### config.mk
export PLATFORM = sky130hd
export DESIGN_NAME = tbc_core
export DESIGN_NICKNAME = d
export VERILOG_FILES = /design/src/pkg/tbc_pkg.sv /design/src/design/tbc_core.sv
export SDC_FILE = /design/constraint.sdc
export NUM_CORES = 1
export LEC_CHECK = 0
export BUFFER_PORTS_ARGS = -buffer_cell sky130_fd_sc_hd__buf_2
export CAP_MARGIN = 20
export CORE_MARGIN = 2
export CORE_UTILIZATION = 40
export CTS_BUF_LIST = sky130_fd_sc_hd__clkbuf_4 sky130_fd_sc_hd__clkbuf_8
export DETAILED_ROUTE_END_ITERATION = 7
export HOLD_SLACK_MARGIN = 0.06
export SYNTH_ARGS = -nofsm -noshare
export SYNTH_HDL_FRONTEND = slang
export SYNTH_SLANG_ARGS = --single-unit
### constraint.sdc
create_clock -name sys_clk -period 6.66 [get_ports sys_clk]
set_input_delay 1.332 -clock sys_clk [delete_from_list [all_inputs] [get_ports sys_clk]]
set_output_delay 1.332 -clock sys_clk [all_outputs]
set_load 0.03 [all_outputs]
### src/pkg/tbc_pkg.sv
// ==========================================================================
// twin burner coordination package
package tbc_pkg;
  // ========================================================================
  // timing
  localparam longint unsigned CLK_HZ = 64'h0ee6b280;
  localparam longint unsigned MISMATCH_S = 64'h0a;
  localparam longint unsigned FLASH_S = 64'h03;
  localparam longint unsigned DEBOUNCE_US = 64'h3e8;
  localparam logic [31:0] MISMATCH_CYC = 32'(MISMATCH_S * CLK_HZ);
  localparam logic [31:0] FLASH_CYC = 32'(FLASH_S * CLK_HZ);
  localparam logic [19:0] DEBOUNCE_CYC = 20'(DEBOUNCE_US * CLK_HZ / 64'hf4240);
  localparam int DB_W = 20;
  localparam int CNT_W = 32;
  // ========================================================================
  // register map
  localparam int ADDR_W = 8;
  localparam int DATA_W = 32;
  localparam logic [7:0] REG_CTRL = 8'h00;
  localparam logic [7:0] REG_HAND = 8'h04;
  localparam logic [7:0] REG_STATUS = 8'h08;
  localparam logic [7:0] REG_PEER = 8'h0c;
  localparam int CTRL_W = 11;
  localparam int POS_W = 8;
  localparam int VAL_W = 16;
  localparam int PH_W = 3;
  // ========================================================================
  // twin mode values and positions
  localparam logic [1:0] TWIN_OFF = 2'h0;
  localparam logic [1:0] TWIN_LOCK = 2'h1;
  localparam logic [1:0] TWIN_FREE = 2'h2;
  localparam logic [7:0] POS_MIN = 8'h10;
  localparam logic [7:0] POS_MAX = 8'hf0;
  localparam logic [7:0] POS_STEP = 8'h01;
  localparam logic [7:0] HAND_RST = 8'h10;
  // ========================================================================
  // types
  typedef enum logic [3:0] {
    MD_IDLE = 4'b0001,
    MD_AUTO = 4'b0010,
    MD_LOWFL = 4'b0100,
    MD_HAND = 4'b1000
  } tbc_mode_t;
  typedef struct packed {
    logic handKeep;
    logic [1:0] twinMode;
    logic [7:0] boilerId;
  } tbc_ctrl_t;
  localparam tbc_ctrl_t CTRL_RST = '{handKeep: 1'b0, twinMode: TWIN_OFF, boilerId: 8'h01};
  typedef struct packed {
    logic linkOk;
    logic demand;
    logic modulating;
    logic lockout;
    logic error;
    logic [PH_W-1:0] phase;
    logic [VAL_W-1:0] loadIndex;
    logic [VAL_W-1:0] setpoint;
    logic [VAL_W-1:0] actual;
  } tbc_peer_t;
  typedef struct packed {
    logic firing;
    logic startup;
    logic modulating;
    logic lockout;
    logic error;
    logic demand;
    logic loadDetFault;
    logic [PH_W-1:0] phase;
    logic [POS_W-1:0] pidPos;
    logic [POS_W-1:0] ratePos;
    logic [VAL_W-1:0] loadIndex;
    logic [VAL_W-1:0] setpoint;
    logic [VAL_W-1:0] actual;
  } tbc_burner_t;
endpackage : tbc_pkg

### src/design/tbc_core.sv
`timescale 1ns/1ns
module tbc_core
  import tbc_pkg::*;
#(
  parameter logic [31:0] MISMATCH_CYCLES = MISMATCH_CYC,
  parameter logic [31:0] FLASH_CYCLES = FLASH_CYC,
  parameter logic [19:0] DEBOUNCE_CYCLES = DEBOUNCE_CYC
) (
  input wire logic sys_clk,
  input wire logic arst_n,
  input wire logic clkEn,
  input wire logic [ADDR_W-1:0] regAddr,
  input wire logic [DATA_W-1:0] regWdata,
  input wire logic regWr,
  input wire logic regRd,
  output logic [DATA_W-1:0] regRdata_q,
  input wire logic leadSelIn,
  input wire logic handIn,
  input wire logic lowFlameIn,
  input wire logic btnUp,
  input wire logic btnDown,
  input wire tbc_burner_t burner,
  input wire tbc_peer_t peerRx,
  output tbc_peer_t peerTx_q,
  output tbc_mode_t mode_q,
  output logic [POS_W-1:0] posOut_q,
  output logic [VAL_W-1:0] loadIdx_q,
  output logic [VAL_W-1:0] setpointOut_q,
  output logic [VAL_W-1:0] actualOut_q,
  output logic demandClosed_q,
  output logic burnerStop_q,
  output logic commFault_q,
  output logic faultFlash_q,
  output logic leadActive_q,
  output logic seqEnable_q,
  output logic loadDetErr_q
);
  // ========================================================================
  // helpers
  function automatic logic [POS_W-1:0] clampPos(input logic [POS_W-1:0] p);
    clampPos = (p < POS_MIN) ? POS_MIN : ((p > POS_MAX) ? POS_MAX : p);
  endfunction : clampPos

  // ========================================================================
  // control registers
  tbc_ctrl_t ctrl_q;
  logic [POS_W-1:0] handPos_q;
  logic [POS_W-1:0] handPos_d;
  wire wrCtrl = regWr && (regAddr == REG_CTRL);
  wire wrHand = regWr && (regAddr == REG_HAND);
  wire isMaster = ctrl_q.boilerId[0];
  wire twinOn = (ctrl_q.twinMode == TWIN_LOCK) || (ctrl_q.twinMode == TWIN_FREE);
  wire lockMode = (ctrl_q.twinMode == TWIN_LOCK);
  wire slaveRole = twinOn && !isMaster;

  always_ff @(posedge sys_clk or negedge arst_n)
  begin
    if (!arst_n)
    begin
      ctrl_q <= CTRL_RST;
    end
    else if (clkEn && wrCtrl)
    begin
      ctrl_q <= tbc_ctrl_t'(regWdata[CTRL_W-1:0]);
    end
  end

  // ========================================================================
  // input synchronise and debounce
  logic [2:0] rawIn;
  logic [2:0] sync1_q;
  logic [2:0] sync2_q;
  logic [2:0] dbState_q;
  logic [DB_W-1:0] dbCnt_q [3];
  assign rawIn = {lowFlameIn, handIn, leadSelIn};

  always_ff @(posedge sys_clk or negedge arst_n)
  begin
    if (!arst_n)
    begin
      sync1_q <= 3'h0;
      sync2_q <= 3'h0;
    end
    else if (clkEn)
    begin
      sync1_q <= rawIn;
      sync2_q <= sync1_q;
    end
  end

  for (genvar i = 0; i < 3; i++)
  begin : g_db
    wire differ = (sync2_q[i] != dbState_q[i]);
    wire settled = (dbCnt_q[i] >= DEBOUNCE_CYCLES - 20'h1);
    always_ff @(posedge sys_clk or negedge arst_n)
    begin
      if (!arst_n)
      begin
        dbCnt_q[i] <= '0;
        dbState_q[i] <= 1'b0;
      end
      else if (clkEn)
      begin
        dbCnt_q[i] <= (differ && !settled) ? dbCnt_q[i] + 20'h1 : '0;
        if (differ && settled)
        begin
          dbState_q[i] <= sync2_q[i];
        end
      end
    end
  end

  // ========================================================================
  // mode selection
  wire ignoreHl = !isMaster && lockMode;
  wire leadEff = dbState_q[0] && (!twinOn || isMaster);
  wire handEff = dbState_q[1] && !ignoreHl;
  wire lfhEff = dbState_q[2] && !ignoreHl;
  wire firingNow = burner.firing && !burner.startup;
  tbc_mode_t mode_d;
  logic [POS_W-1:0] pos_d;
  assign mode_d = !firingNow ? MD_IDLE :
                  lfhEff ? MD_LOWFL :
                  handEff ? MD_HAND :
                  MD_AUTO;
  assign pos_d = (mode_d == MD_LOWFL) ? POS_MIN :
                 (mode_d == MD_HAND) ? handPos_d :
                 burner.pidPos;
  wire enterHand = (mode_d == MD_HAND) && (mode_q != MD_HAND);
  wire canUp = (mode_q == MD_HAND) && btnUp && (handPos_q < POS_MAX);
  wire canDn = (mode_q == MD_HAND) && btnDown && (handPos_q > POS_MIN);
  assign handPos_d = (enterHand && !ctrl_q.handKeep) ? clampPos(burner.ratePos) :
                     canUp ? handPos_q + POS_STEP :
                     canDn ? handPos_q - POS_STEP :
                     wrHand ? clampPos(regWdata[POS_W-1:0]) :
                     handPos_q;

  always_ff @(posedge sys_clk or negedge arst_n)
  begin
    if (!arst_n)
    begin
      mode_q <= MD_IDLE;
      posOut_q <= POS_MIN;
      handPos_q <= HAND_RST;
      leadActive_q <= 1'b0;
      seqEnable_q <= 1'b1;
    end
    else if (clkEn)
    begin
      mode_q <= mode_d;
      posOut_q <= pos_d;
      handPos_q <= handPos_d;
      leadActive_q <= leadEff;
      seqEnable_q <= !(handEff || lfhEff);
    end
  end

  // ========================================================================
  // twin coordination
  wire twinLink = twinOn && peerRx.linkOk;
  wire phaseSkew = burner.startup && (burner.phase != peerRx.phase);
  wire modSkew = burner.modulating != peerRx.modulating;
  logic [CNT_W-1:0] misCnt_q;
  wire misTimeout = (misCnt_q >= MISMATCH_CYCLES);
  wire fault_d = lockMode && (!peerRx.linkOk || peerRx.error || misTimeout);
  wire baseDemand = (!isMaster && twinLink) ? peerRx.demand : burner.demand;
  wire demand_d = baseDemand && !fault_d;
  wire loadErr_d = burner.loadDetFault && !slaveRole;
  logic [CNT_W-1:0] flashCnt_q;
  wire flashWrap = (flashCnt_q >= FLASH_CYCLES - 32'h1);

  always_ff @(posedge sys_clk or negedge arst_n)
  begin
    if (!arst_n)
    begin
      misCnt_q <= '0;
    end
    else if (clkEn)
    begin
      if (lockMode && twinLink && (modSkew || phaseSkew))
      begin
        misCnt_q <= misTimeout ? misCnt_q : misCnt_q + 32'h1;
      end
      else
      begin
        misCnt_q <= '0;
      end
    end
  end

  always_ff @(posedge sys_clk or negedge arst_n)
  begin
    if (!arst_n)
    begin
      flashCnt_q <= '0;
      faultFlash_q <= 1'b0;
    end
    else if (clkEn)
    begin
      flashCnt_q <= (fault_d && !flashWrap) ? flashCnt_q + 32'h1 : '0;
      if (!fault_d)
      begin
        faultFlash_q <= 1'b0;
      end
      else if (flashWrap)
      begin
        faultFlash_q <= !faultFlash_q;
      end
    end
  end

  always_ff @(posedge sys_clk or negedge arst_n)
  begin
    if (!arst_n)
    begin
      demandClosed_q <= 1'b0;
      burnerStop_q <= 1'b0;
      commFault_q <= 1'b0;
      loadDetErr_q <= 1'b0;
      loadIdx_q <= '0;
      setpointOut_q <= '0;
      actualOut_q <= '0;
      peerTx_q <= '0;
    end
    else if (clkEn)
    begin
      demandClosed_q <= demand_d;
      burnerStop_q <= lockMode && peerRx.linkOk && peerRx.lockout;
      commFault_q <= fault_d;
      loadDetErr_q <= loadErr_d;
      loadIdx_q <= (!isMaster && twinLink) ? peerRx.loadIndex : burner.loadIndex;
      setpointOut_q <= (!isMaster && twinLink) ? peerRx.setpoint : burner.setpoint;
      actualOut_q <= (!isMaster && twinLink) ? peerRx.actual : burner.actual;
      peerTx_q <= '{linkOk: 1'b1, demand: demand_d, modulating: burner.modulating,
                    lockout: burner.lockout, error: burner.error || loadErr_d,
                    phase: burner.phase, loadIndex: burner.loadIndex,
                    setpoint: burner.setpoint, actual: burner.actual};
    end
  end

  // ========================================================================
  // register read port
  logic [DATA_W-1:0] rdMux;
  logic [DATA_W-1:0] statusWord;
  assign statusWord = {16'h0000, misTimeout, peerRx.linkOk, seqEnable_q, leadActive_q,
                       loadDetErr_q, burnerStop_q, commFault_q, demandClosed_q,
                       isMaster, 3'h0, mode_q};
  assign rdMux = (regAddr == REG_CTRL) ? {21'h000000, ctrl_q} :
                 (regAddr == REG_HAND) ? {24'h000000, handPos_q} :
                 (regAddr == REG_STATUS) ? statusWord :
                 (regAddr == REG_PEER) ? {peerRx.setpoint, peerRx.loadIndex} :
                 32'h00000000;

  always_ff @(posedge sys_clk or negedge arst_n)
  begin
    if (!arst_n)
    begin
      regRdata_q <= '0;
    end
    else if (clkEn)
    begin
      regRdata_q <= regRd ? rdMux : '0;
    end
  end
endmodule : tbc_core

==> results.txt, run 1 <==
Crit-path max cell delay - 0.69 ns
Yosys synthesis warning count - 0
Synth Flop Type - dfrtp_1
Post-Route Setup TNS - 0 ns
Largest net degree at the start of global routing - 135
Critical path required time - 7.14 ns
Share of cells above drive strength 1 - 29.0%
P_sw - 1.31 mW
Yosys top cell by area - dfrtp_1
Grt ovf - 0
Int Pwr - 3.26 mW
Fmax - 298 MHz
Vias in the first global route - 12000
Avg Vias per Cell - 5.35
Final setup fails - 0
Max Cap Violations - 0
Power Density - 252 nW/um2
Initial antenna violation count - 5
Clock share of power - 41.5%
Die Y - 197 um
Clk slew on worst S/H paths - 0.06 ns
Slowest-stage cell, CP - or4_1
Net Sw Frac - 28.7%
Post-route ant nets - 0
Peak supply drop - 0.179 mV
Core box area - 36700 um2
Post-Synthesis Cells - 1447
Hold Buf Count CTS - 0
Starting DRT DRC Count - 604
Worst Path Buf+Inv - 3
Post-CTS setup repair buffer count - 0
Sequential share of power - 44.7%
Yosys top cell area share - 50.4%
Clock skew - 0.0447 ns
Synthesized cell area - 14900 um2
# port buffers - 313
Resize count post-CTS - 0
Clock latency on the worst-skew pair - 0.65 ns
CTS root buffer - clkbuf_8
CTS tree - yes
All-Layer GR Usage - 21.5%
Nets - 1943
Final worst path period share - 50.4%
HPWL after DPL - 29.6 mm
Routability cong. - 0.867
Seq cells post-synth - 306
Placed Cells incl. Taps - 2165
WL final - 41.7 mm
Hold Crit Class - flop to flop
Register area share after synthesis - 51.3%
Setup crit start kind - primary input
Max Fanout on Critical Path - 92
Synth area leaders - dfrtp_1 50%, mux2_2 5.7%, nor2_1 4.8%
Logic gate share of total power - 13.8%
DR DRC count - 0
Post-Place Worst Slack - 2.65 ns
H-tree depth - 2
Static Leak - 8.20 nW
Mean post-synth cell area - 10.3 um2
Final Hold Vio Count - 0
Vias - 12100
Worst Setup End Kind - flop
Final WS setup - 3.31 ns
Initial Utilization - 40.7%
Number of synthesized flops with an enable pin - 0
Drt pass-1 iters - 5
Drt wl/cell - 18.4 um
Clk sinks - 306
WS Path Type - primary input to flop
Non-Filler Instances - 2264
Status - finished, final reports clean
Worst EP arrival - 3.83 ns
Max-slew violations - 0
Row count - 70
P&R area growth vs syn - 21.2%
Synth cell types - 71
Delay-heaviest family, CP - buffers and inverters
Crit-path cells - clkbuf_8 -> inv_2 -> buf_4 -> or4_1 -> nor4_1 -> xnor2_1 -> nor2_1
Die width - 197 um
Clock Tree Buf Depth - 3
Fillers - 3419
Synth Net Count - 1637
Synth async-reset ratio - 100%
Tmin final - 3.35 ns
Num CTS Buffers - 54
Worst-Margin Slew - 1.08 ns
Num ports - 335
Worst slew margin - 27.8%
RSZ-0062 raised after global routing - no
Die ar. - 38900 um2
First-pass GRT wire length - 65.9 mm
layout make-up:
cell class                      count  area (um2)  area share [%]
Sequential cell                   306        7660            42.3
Clock buffer                       92        1140            6.30
Clock inverter                      6        58.8           0.325
Antenna cell                        1        2.50          0.0138
Multi-Input combinational cell   1040        6880            38.0
Tap cell                          468         586            3.23
Inverter                           28         105           0.580
Timing Repair Buffer              323        1670            9.24
cell usage in the layout (no fill, tap or decap), types with 13 or more instances in the layout:
| master | n |
|---|---|
| a22o_1 | 24 |
| nor3_1 | 36 |
| buf_2 | 311 |
| mux2i_1 | 68 |
| nor4_1 | 14 |
| o2bb2ai_1 | 22 |
| dfrtp_1 | 301 |
| o21ai_0 | 55 |
| nand4_1 | 21 |
| and2_1 | 13 |
| and4_1 | 16 |
| xor2_1 | 55 |
| a21oi_1 | 81 |
| nand2_1 | 87 |
| mux2_2 | 76 |
| nor2_1 | 190 |
| clkbuf_8 | 73 |
| clkbuf_4 | 20 |
| or3_1 | 14 |
| and3_1 | 22 |
| inv_1 | 26 |
| nand3_1 | 56 |
| xnor2_1 | 40 |
through the flow:
step	util, %	power [mW]	area (um2)	hold WS (ns)
after floorplan	-	2.45	14900	0.449
after global placement	46.1	2.70	16900	0.445
after detailed placement	46.1	2.71	16900	0.453
after CTS	49.3	4.65	18100	0.467
after global routing	49.4	4.80	18100	0.495
final	49.4	4.57	18100	0.466
power by group through the flow:
stage	Sequential [mW]	Combinational, mW	Clock (mW)
finish	2.04	0.629	1.90
global route	2.06	0.685	2.05
CTS	2.04	0.637	1.97
detailed placement	2.07	0.636	0
global placement	2.07	0.629	0
floorplan	2.18	0.272	0
per-layer routing:
| layer | GRT usage [%] | part of all wire, % | up-vias |
|---|---|---|---|
| met4 | 7.07 | 2.3 | 6 |
| met1 | 27.3 | 42 | 5846 |
| met5 | 0 | 0.082 | - |
| li1 | - | - | 5815 |
| met2 | 34.5 | 47 | 367 |
| met3 | 7.00 | 8.0 | 69 |
cell families after synthesis:
| logic type | synth area share [%] |
|---|---|
| AND/OR/NAND/NOR | 16.7 |
| multiplexers | 10.4 |
| XOR/XNOR | 5.57 |
| buffers and inverters | 2.76 |
| AO/OA/AOI/OAI | 12.5 |
| flip-flops | 51.3 |
| adder cells (fa/ha/maj) | 0.837 |
state kept, by name, summed over array words and instances (netlist names):
name,flops
leadActive_q,1
loadIdx_q,16
handPos_q,8
sync1_q,3
dbState_q,3
misCnt_q,32
flashCnt_q,32
dbCnt_q,60
sync2_q,3
commFault_q,1
actualOut_q,16
regRdata_q,32
peerTx_q,56
ctrl_q,11
mode_q,4
posOut_q,8
faultFlash_q,1
loadDetErr_q,1
burnerStop_q,1
seqEnable_q,1
setpointOut_q,16
worst register-to-register path: cells and delay by family, from the launching register on:
kind / cells / cell delay (ns)
AO/OA/AOI/OAI: 2 / 1.43
AND/OR/NAND/NOR: 4 / 0.94
flip-flops: 1 / 0.42
final timing paths:
check | from | to | slack (ns) | cells past startpoint
hold / removal | peerTx_q[55] | peerTx_q[55] | 0.47 | 1
min in group asynchronous | arst_n | misCnt_q[23] | 0.63 | 1
max in group asynchronous | arst_n | dbCnt_q[10] | 4.88 | 2
setup reg to reg | flashCnt_q[24] | flashCnt_q[13] | 3.71 | 6
hold reg to reg | peerTx_q[55] | peerTx_q[55] | 0.47 | 1
setup / recovery | clkEn | misCnt_q[24] | 3.31 | 7
cells in the mapped netlist (all sizes together) (5+ instances only):
master	number
nor2b	7
mux2	76
and3	22
nor4	15
or4	11
a22o	24
nand3	56
nand4	21
clkbuf	51
a31oi	6
nor3	38
ha	10
a22oi	5
buf	22
nor2	191
o21ai	56
inv	26
xnor2	40
xor2	55
dfstp	5
or3	14
nand2	87
a21oi	81
dfrtp	301
o211ai	9
o2bb2ai	22
and4	16
a21o	5
a211oi	14
o31ai	11
o21a	5
mux2i	68
and2	15
nor3b	5
Note: power is estimated with default switching activity, not from simulation.
==> run 2: changes to the inputs <==
Clock period 6.66 ns to 2.8 ns, I/O delays scaled along.
==> run 2 against run 1 <==
Against the previous run: largest cell class unchanged; register-to-register slack worse by 3.4 ns; first-iteration DRC count is 2.6% higher; via count is 2.5% higher; critical path depth is 1 higher; count of clock-buffer cells in the layout is 10 lower; sequential power is 140% higher; critical path type is now flop to flop; cell count is 1.1% higher.
==> results.txt, run 2 (synthesized netlist as in run 1, its figures left out) <==
Status - finished, final reports clean
Tmin final - 2.54 ns
Num ports - 335
Clock skew - 0.0324 ns
Post-Route Setup TNS - 0 ns
Fillers - 3424
Avg Vias per Cell - 5.42
Routability cong. - 0.890
Die Y - 197 um
Num CTS Buffers - 52
Largest net degree at the start of global routing - 85
Clock Tree Buf Depth - 3
Max Cap Violations - 0
CTS tree - yes
Top flop regs - dbCnt_q (60), peerTx_q (56)
Die ar. - 38900 um2
Vias - 12400
H-tree depth - 2
Die width - 197 um
Final setup fails - 0
Reg2Reg Capture Point - handPos_q[1]
Nets - 1979
All-Layer GR Usage - 22.1%
Row count - 70
HPWL after DPL - 31.2 mm
Post-route ant nets - 0
Critical path required time - 3.27 ns
WL final - 43.0 mm
Critical Path Source - handPos_q[1]
RSZ-0062 raised after global routing - no
Clk slew on worst S/H paths - 0.06 ns
Most frequent cells in the layout - 311 x buf_2, 301 x dfrtp_1, 191 x nor2_1, 87 x nand2_1, 81 x a21oi_1
DP Area - 17300 um2
Worst slew margin - 29.7%
Worst EP arrival - 3.01 ns
Most flops, register - dbCnt_q
Antenna cells - 0
Fmax - 394 MHz
R2r setup slk - 0.26 ns
Final Hold Vio Count - 0
Grt ovf - 0
Setup crit start kind - flop
PnR Total Power - 10.5 mW
DR DRC count - 0
CTS root buffer - clkbuf_8
Share of cells above drive strength 1 - 30.0%
Power Density - 575 nW/um2
Clock latency on the worst-skew pair - 0.64 ns
Static Leak - 8.33 nW
Worst Setup End Kind - flop
# port buffers - 313
Peak supply drop - 0.421 mV
First-pass GRT wire length - 67.8 mm
Starting DRT DRC Count - 620
Drt pass-1 iters - 5
Post-route cell area - 18300 um2
Core box area - 36700 um2
Initial antenna violation count - 1
Worst-Margin Slew - 1.05 ns
Crit path capture - handPos_q[1]
Max Fanout on Critical Path - 6
Vias in the first global route - 12400
Drt wl/cell - 18.8 um
R2r worst-path depth - 8
WS Path Type - flop to flop
Clk sinks - 306
P&R area growth vs syn - 22.7%
Final worst path period share - 90.7%
Max FFs per register - 60
Hold Crit Class - primary input to flop
Max-slew violations - 0
Leading cell type in the layout, fill and taps excluded - buf_2
Initial Utilization - 40.7%
Reg-to-reg critical path startpoint - handPos_q[1]
## run 2: critical path: stages, from the launching register on
cell	delay, ns
dfrtp_1	0.38
inv_1	0.07
ha_1	0.19
or3b_2	0.50
a21boi_1	0.39
nand2b_1	0.27
nand4_1	0.12
a22oi_1	0.35
a21oi_1	0.13
## run 2: report_power, final
part / switching [mW] / internal, mW
clock: 1.85 / 2.27
combinational: 1.03 / 0.568
sequential: 0.174 / 4.66
## run 2: stage by stage
stage          utilization, %  std cells  worst slack (ns)  hold slack, ns
2_1_floorplan               -       1447             0.461           0.264
3_3_place_gp             47.0       2201             0.183           0.444
3_5_place_dp             47.1       2202             0.167           0.474
4_1_cts                  50.0       2290             0.276          0.0930
5_1_grt                  50.0       2290           0.00242           0.133
6_report                 50.0       2290             0.261           0.138
## run 2: timing repair
| item | in CTS | in global routing |
|---|---|---|
| buffers inserted | 0 | 0 |
| gates resized for setup | 0 | 0 |
| hold buffers | 1 | 0 |
| hold endpoints to repair | 58 | 0 |
## run 2: per-layer routing
layer / vias up / wire (um) / global-route usage (%)
met4: 2 / 1050 / 7.88
met3: 73 / 2940 / 5.58
li1: 5893 / - / -
met2: 350 / 20300 / 35.5
met5: - / 15 / 0
met1: 6087 / 18700 / 28.9
## run 2: worst min-delay path by stage
stage,startpoint,to,slack (ns),depth (start not counted)
after floorplan,arst_n,actualOut_q[0],0.26,0
after global placement,peerTx_q[55],peerTx_q[55],0.44,1
after detailed placement,regRdata_q[13],regRdata_q[13],0.47,1
after CTS,regWdata[8],ctrl_q[8],0.09,3
after global routing,regWdata[9],ctrl_q[9],0.13,3
final,regWdata[8],ctrl_q[8],0.14,3
## run 2: area by class of cell
cell class	instances	area [um2]	share of cell area, %
inverters	28	105	0.573
clock buffers	82	1010	5.51
flip-flops and latches	306	7660	41.8
multi-input cells	1040	6880	37.5
repair buffers	361	2050	11.2
well taps	468	586	3.19
clock inverters	5	41.3	0.225
==> run 3: changes to the inputs <==
Settings changed: CORE_UTILIZATION 40 to 45, PLACE_DENSITY set to 0.71.
==> run 3 against run 2 <==
Against the previous run: fmax up 0.57%; combinational power about the same; via count increased by 0.16%; cell count decreased by 0.70%; worst setup slack gained 0.014 ns; total power grew 2.9%; clock skew rose by 0.0032 ns; critical path type unchanged; first-iteration DRC count grew 47%; sequential share of layout area decreased by 0.11 points; critical path depth unchanged; non-clock buffer count did not move.
==> results.txt, run 3 (synthesized netlist as in run 1, its figures left out) <==
Vias - 12400
Non-Filler Instances - 2274
Worst-Margin Slew - 0.969 ns
Power Density - 590 nW/um2
WS Path Type - flop to flop
CTS root buffer - clkbuf_8
Max-slew violations - 0
Max FFs per register - 60
Setup crit start kind - flop
Grt ovf - 0
Slowest-stage cell, CP - or3b_2
Hold Buf Count CTS - 1
Largest net degree at the start of global routing - 79
Post-route ant nets - 0
CTS tree - yes
Top flop regs - dbCnt_q (60), peerTx_q (56)
Num ports - 335
Crit-path max cell delay - 0.50 ns
Area of the multi-input gates - 6880 um2
H-tree depth - 2
Most flops, register - dbCnt_q
Most frequent cells in the layout - 311 x buf_2, 301 x dfrtp_1, 191 x nor2_1, 87 x nand2_1, 81 x a21oi_1
Resize count post-CTS - 0
Critical path required time - 3.31 ns
Final Hold Vio Count - 0
Clock Tree Buf Depth - 3
Static Leak - 8.38 nW
Worst Path Buf+Inv - 1
PnR Total Power - 10.9 mW
Post-Route Setup TNS - 0 ns
Worst slew margin - 35.1%
Fillers - 2821
Initial Utilization - 45.8%
Die ar. - 34700 um2
Post-route cell area - 18400 um2
Die width - 186 um
DR DRC count - 0
P&R area growth vs syn - 23.0%
Tmin final - 2.52 ns
Clock skew - 0.0356 ns
Vias in the first global route - 12300
DP Area - 17200 um2
Delay-heaviest family, CP - simple AND/OR/NAND/NOR gates
Final worst path period share - 90.2%
Die Y - 186 um
Core box area - 32600 um2
Leading cell type in the layout, fill and taps excluded - buf_2
RSZ-0062 raised after global routing - no
Initial antenna violation count - 3
Clock latency on the worst-skew pair - 0.64 ns
Routability cong. - 0.898
First-pass GRT wire length - 64.3 mm
Post-CTS setup repair buffer count - 0
Max Cap Violations - 0
All-Layer GR Usage - 23.6%
HPWL after DPL - 29.5 mm
Final setup fails - 0
Avg Vias per Cell - 5.46
Peak supply drop - 0.435 mV
FF/Latch Area - 7660 um2
Placed Cells incl. Taps - 2176
Starting DRT DRC Count - 912
Worst EP arrival - 3.04 ns
Clk sinks - 306
Hold slack - 0.148 ns
Hold Crit Class - primary input to flop
Nets - 1981
Status - finished, final reports clean
Drt pass-1 iters - 5
Max Fanout on Critical Path - 6
Num CTS Buffers - 54
Share of cells above drive strength 1 - 30.3%
Clk slew on worst S/H paths - 0.06 ns
Row count - 66
# port buffers - 313
Fmax - 396 MHz
Drt wl/cell - 17.9 um
WL final - 40.8 mm
Worst Setup End Kind - flop
Crit-path cells - inv_1 -> ha_1 -> or3b_2 -> a21boi_1 -> nand2b_1 -> nand4_1 -> a211oi_1 -> o2bb2ai_1
-- run 3: changes by cell type in the layout (fill, tap and decap cells not counted), sizes merged --
cell,change
clkinv,+5
clkbuf,+2
bufinv,+1
diode,+1
inv,+1
-- run 3: per-stage QoR --
stage,setup WS [ns],util (%)
6_report,0.276,56.4
5_1_grt,0.0815,56.4
4_1_cts,0.281,56.4
3_5_place_dp,0.171,52.7
3_3_place_gp,0.185,52.7
2_1_floorplan,0.461,-
-- run 3: area by class of cell --
cell class              instances  share of cell area, %
diodes                          1                 0.0136
clock buffers                  84                   5.85
clock inverters                12                  0.585
inverters                      28                  0.572
multi-input cells            1040                   37.4
flip-flops and latches        306                   41.7
well taps                     442                   3.01
repair buffers                361                   10.9
-- run 3: power by group --
| group | internal, mW | total [mW] | switching (mW) |
|---|---|---|---|
| logic | 0.561 | 1.57 | 1.01 |
| registers | 4.66 | 4.83 | 0.173 |
| clock network | 2.54 | 4.45 | 1.92 |
| total | 7.76 | 10.9 | 3.10 |
-- run 3: metal layers --
layer | vias to the layer above | track usage [%] | routed length, um
met5 | - | 0 | 21
met4 | 4 | 10.9 | 1550
met3 | 87 | 6.13 | 2860
met2 | 405 | 37.9 | 19300
met1 | 6039 | 30.0 | 17100
li1 | 5890 | - | -
-- run 3: final timing paths --
path | slack, ns | startpoint | to | cells after the start
worst max-delay path | 0.28 | handPos_q[0] | posOut_q[0] | 8
worst min-delay path | 0.15 | peerRx[21] | regRdata_q[21] | 2
worst max register to register | 0.28 | handPos_q[0] | posOut_q[0] | 8
worst min register to register | 0.47 | peerTx_q[55] | peerTx_q[55] | 1
max in group asynchronous | 1.55 | arst_n | setpointOut_q[5] | 3
min in group asynchronous | 0.46 | arst_n | regRdata_q[31] | 2
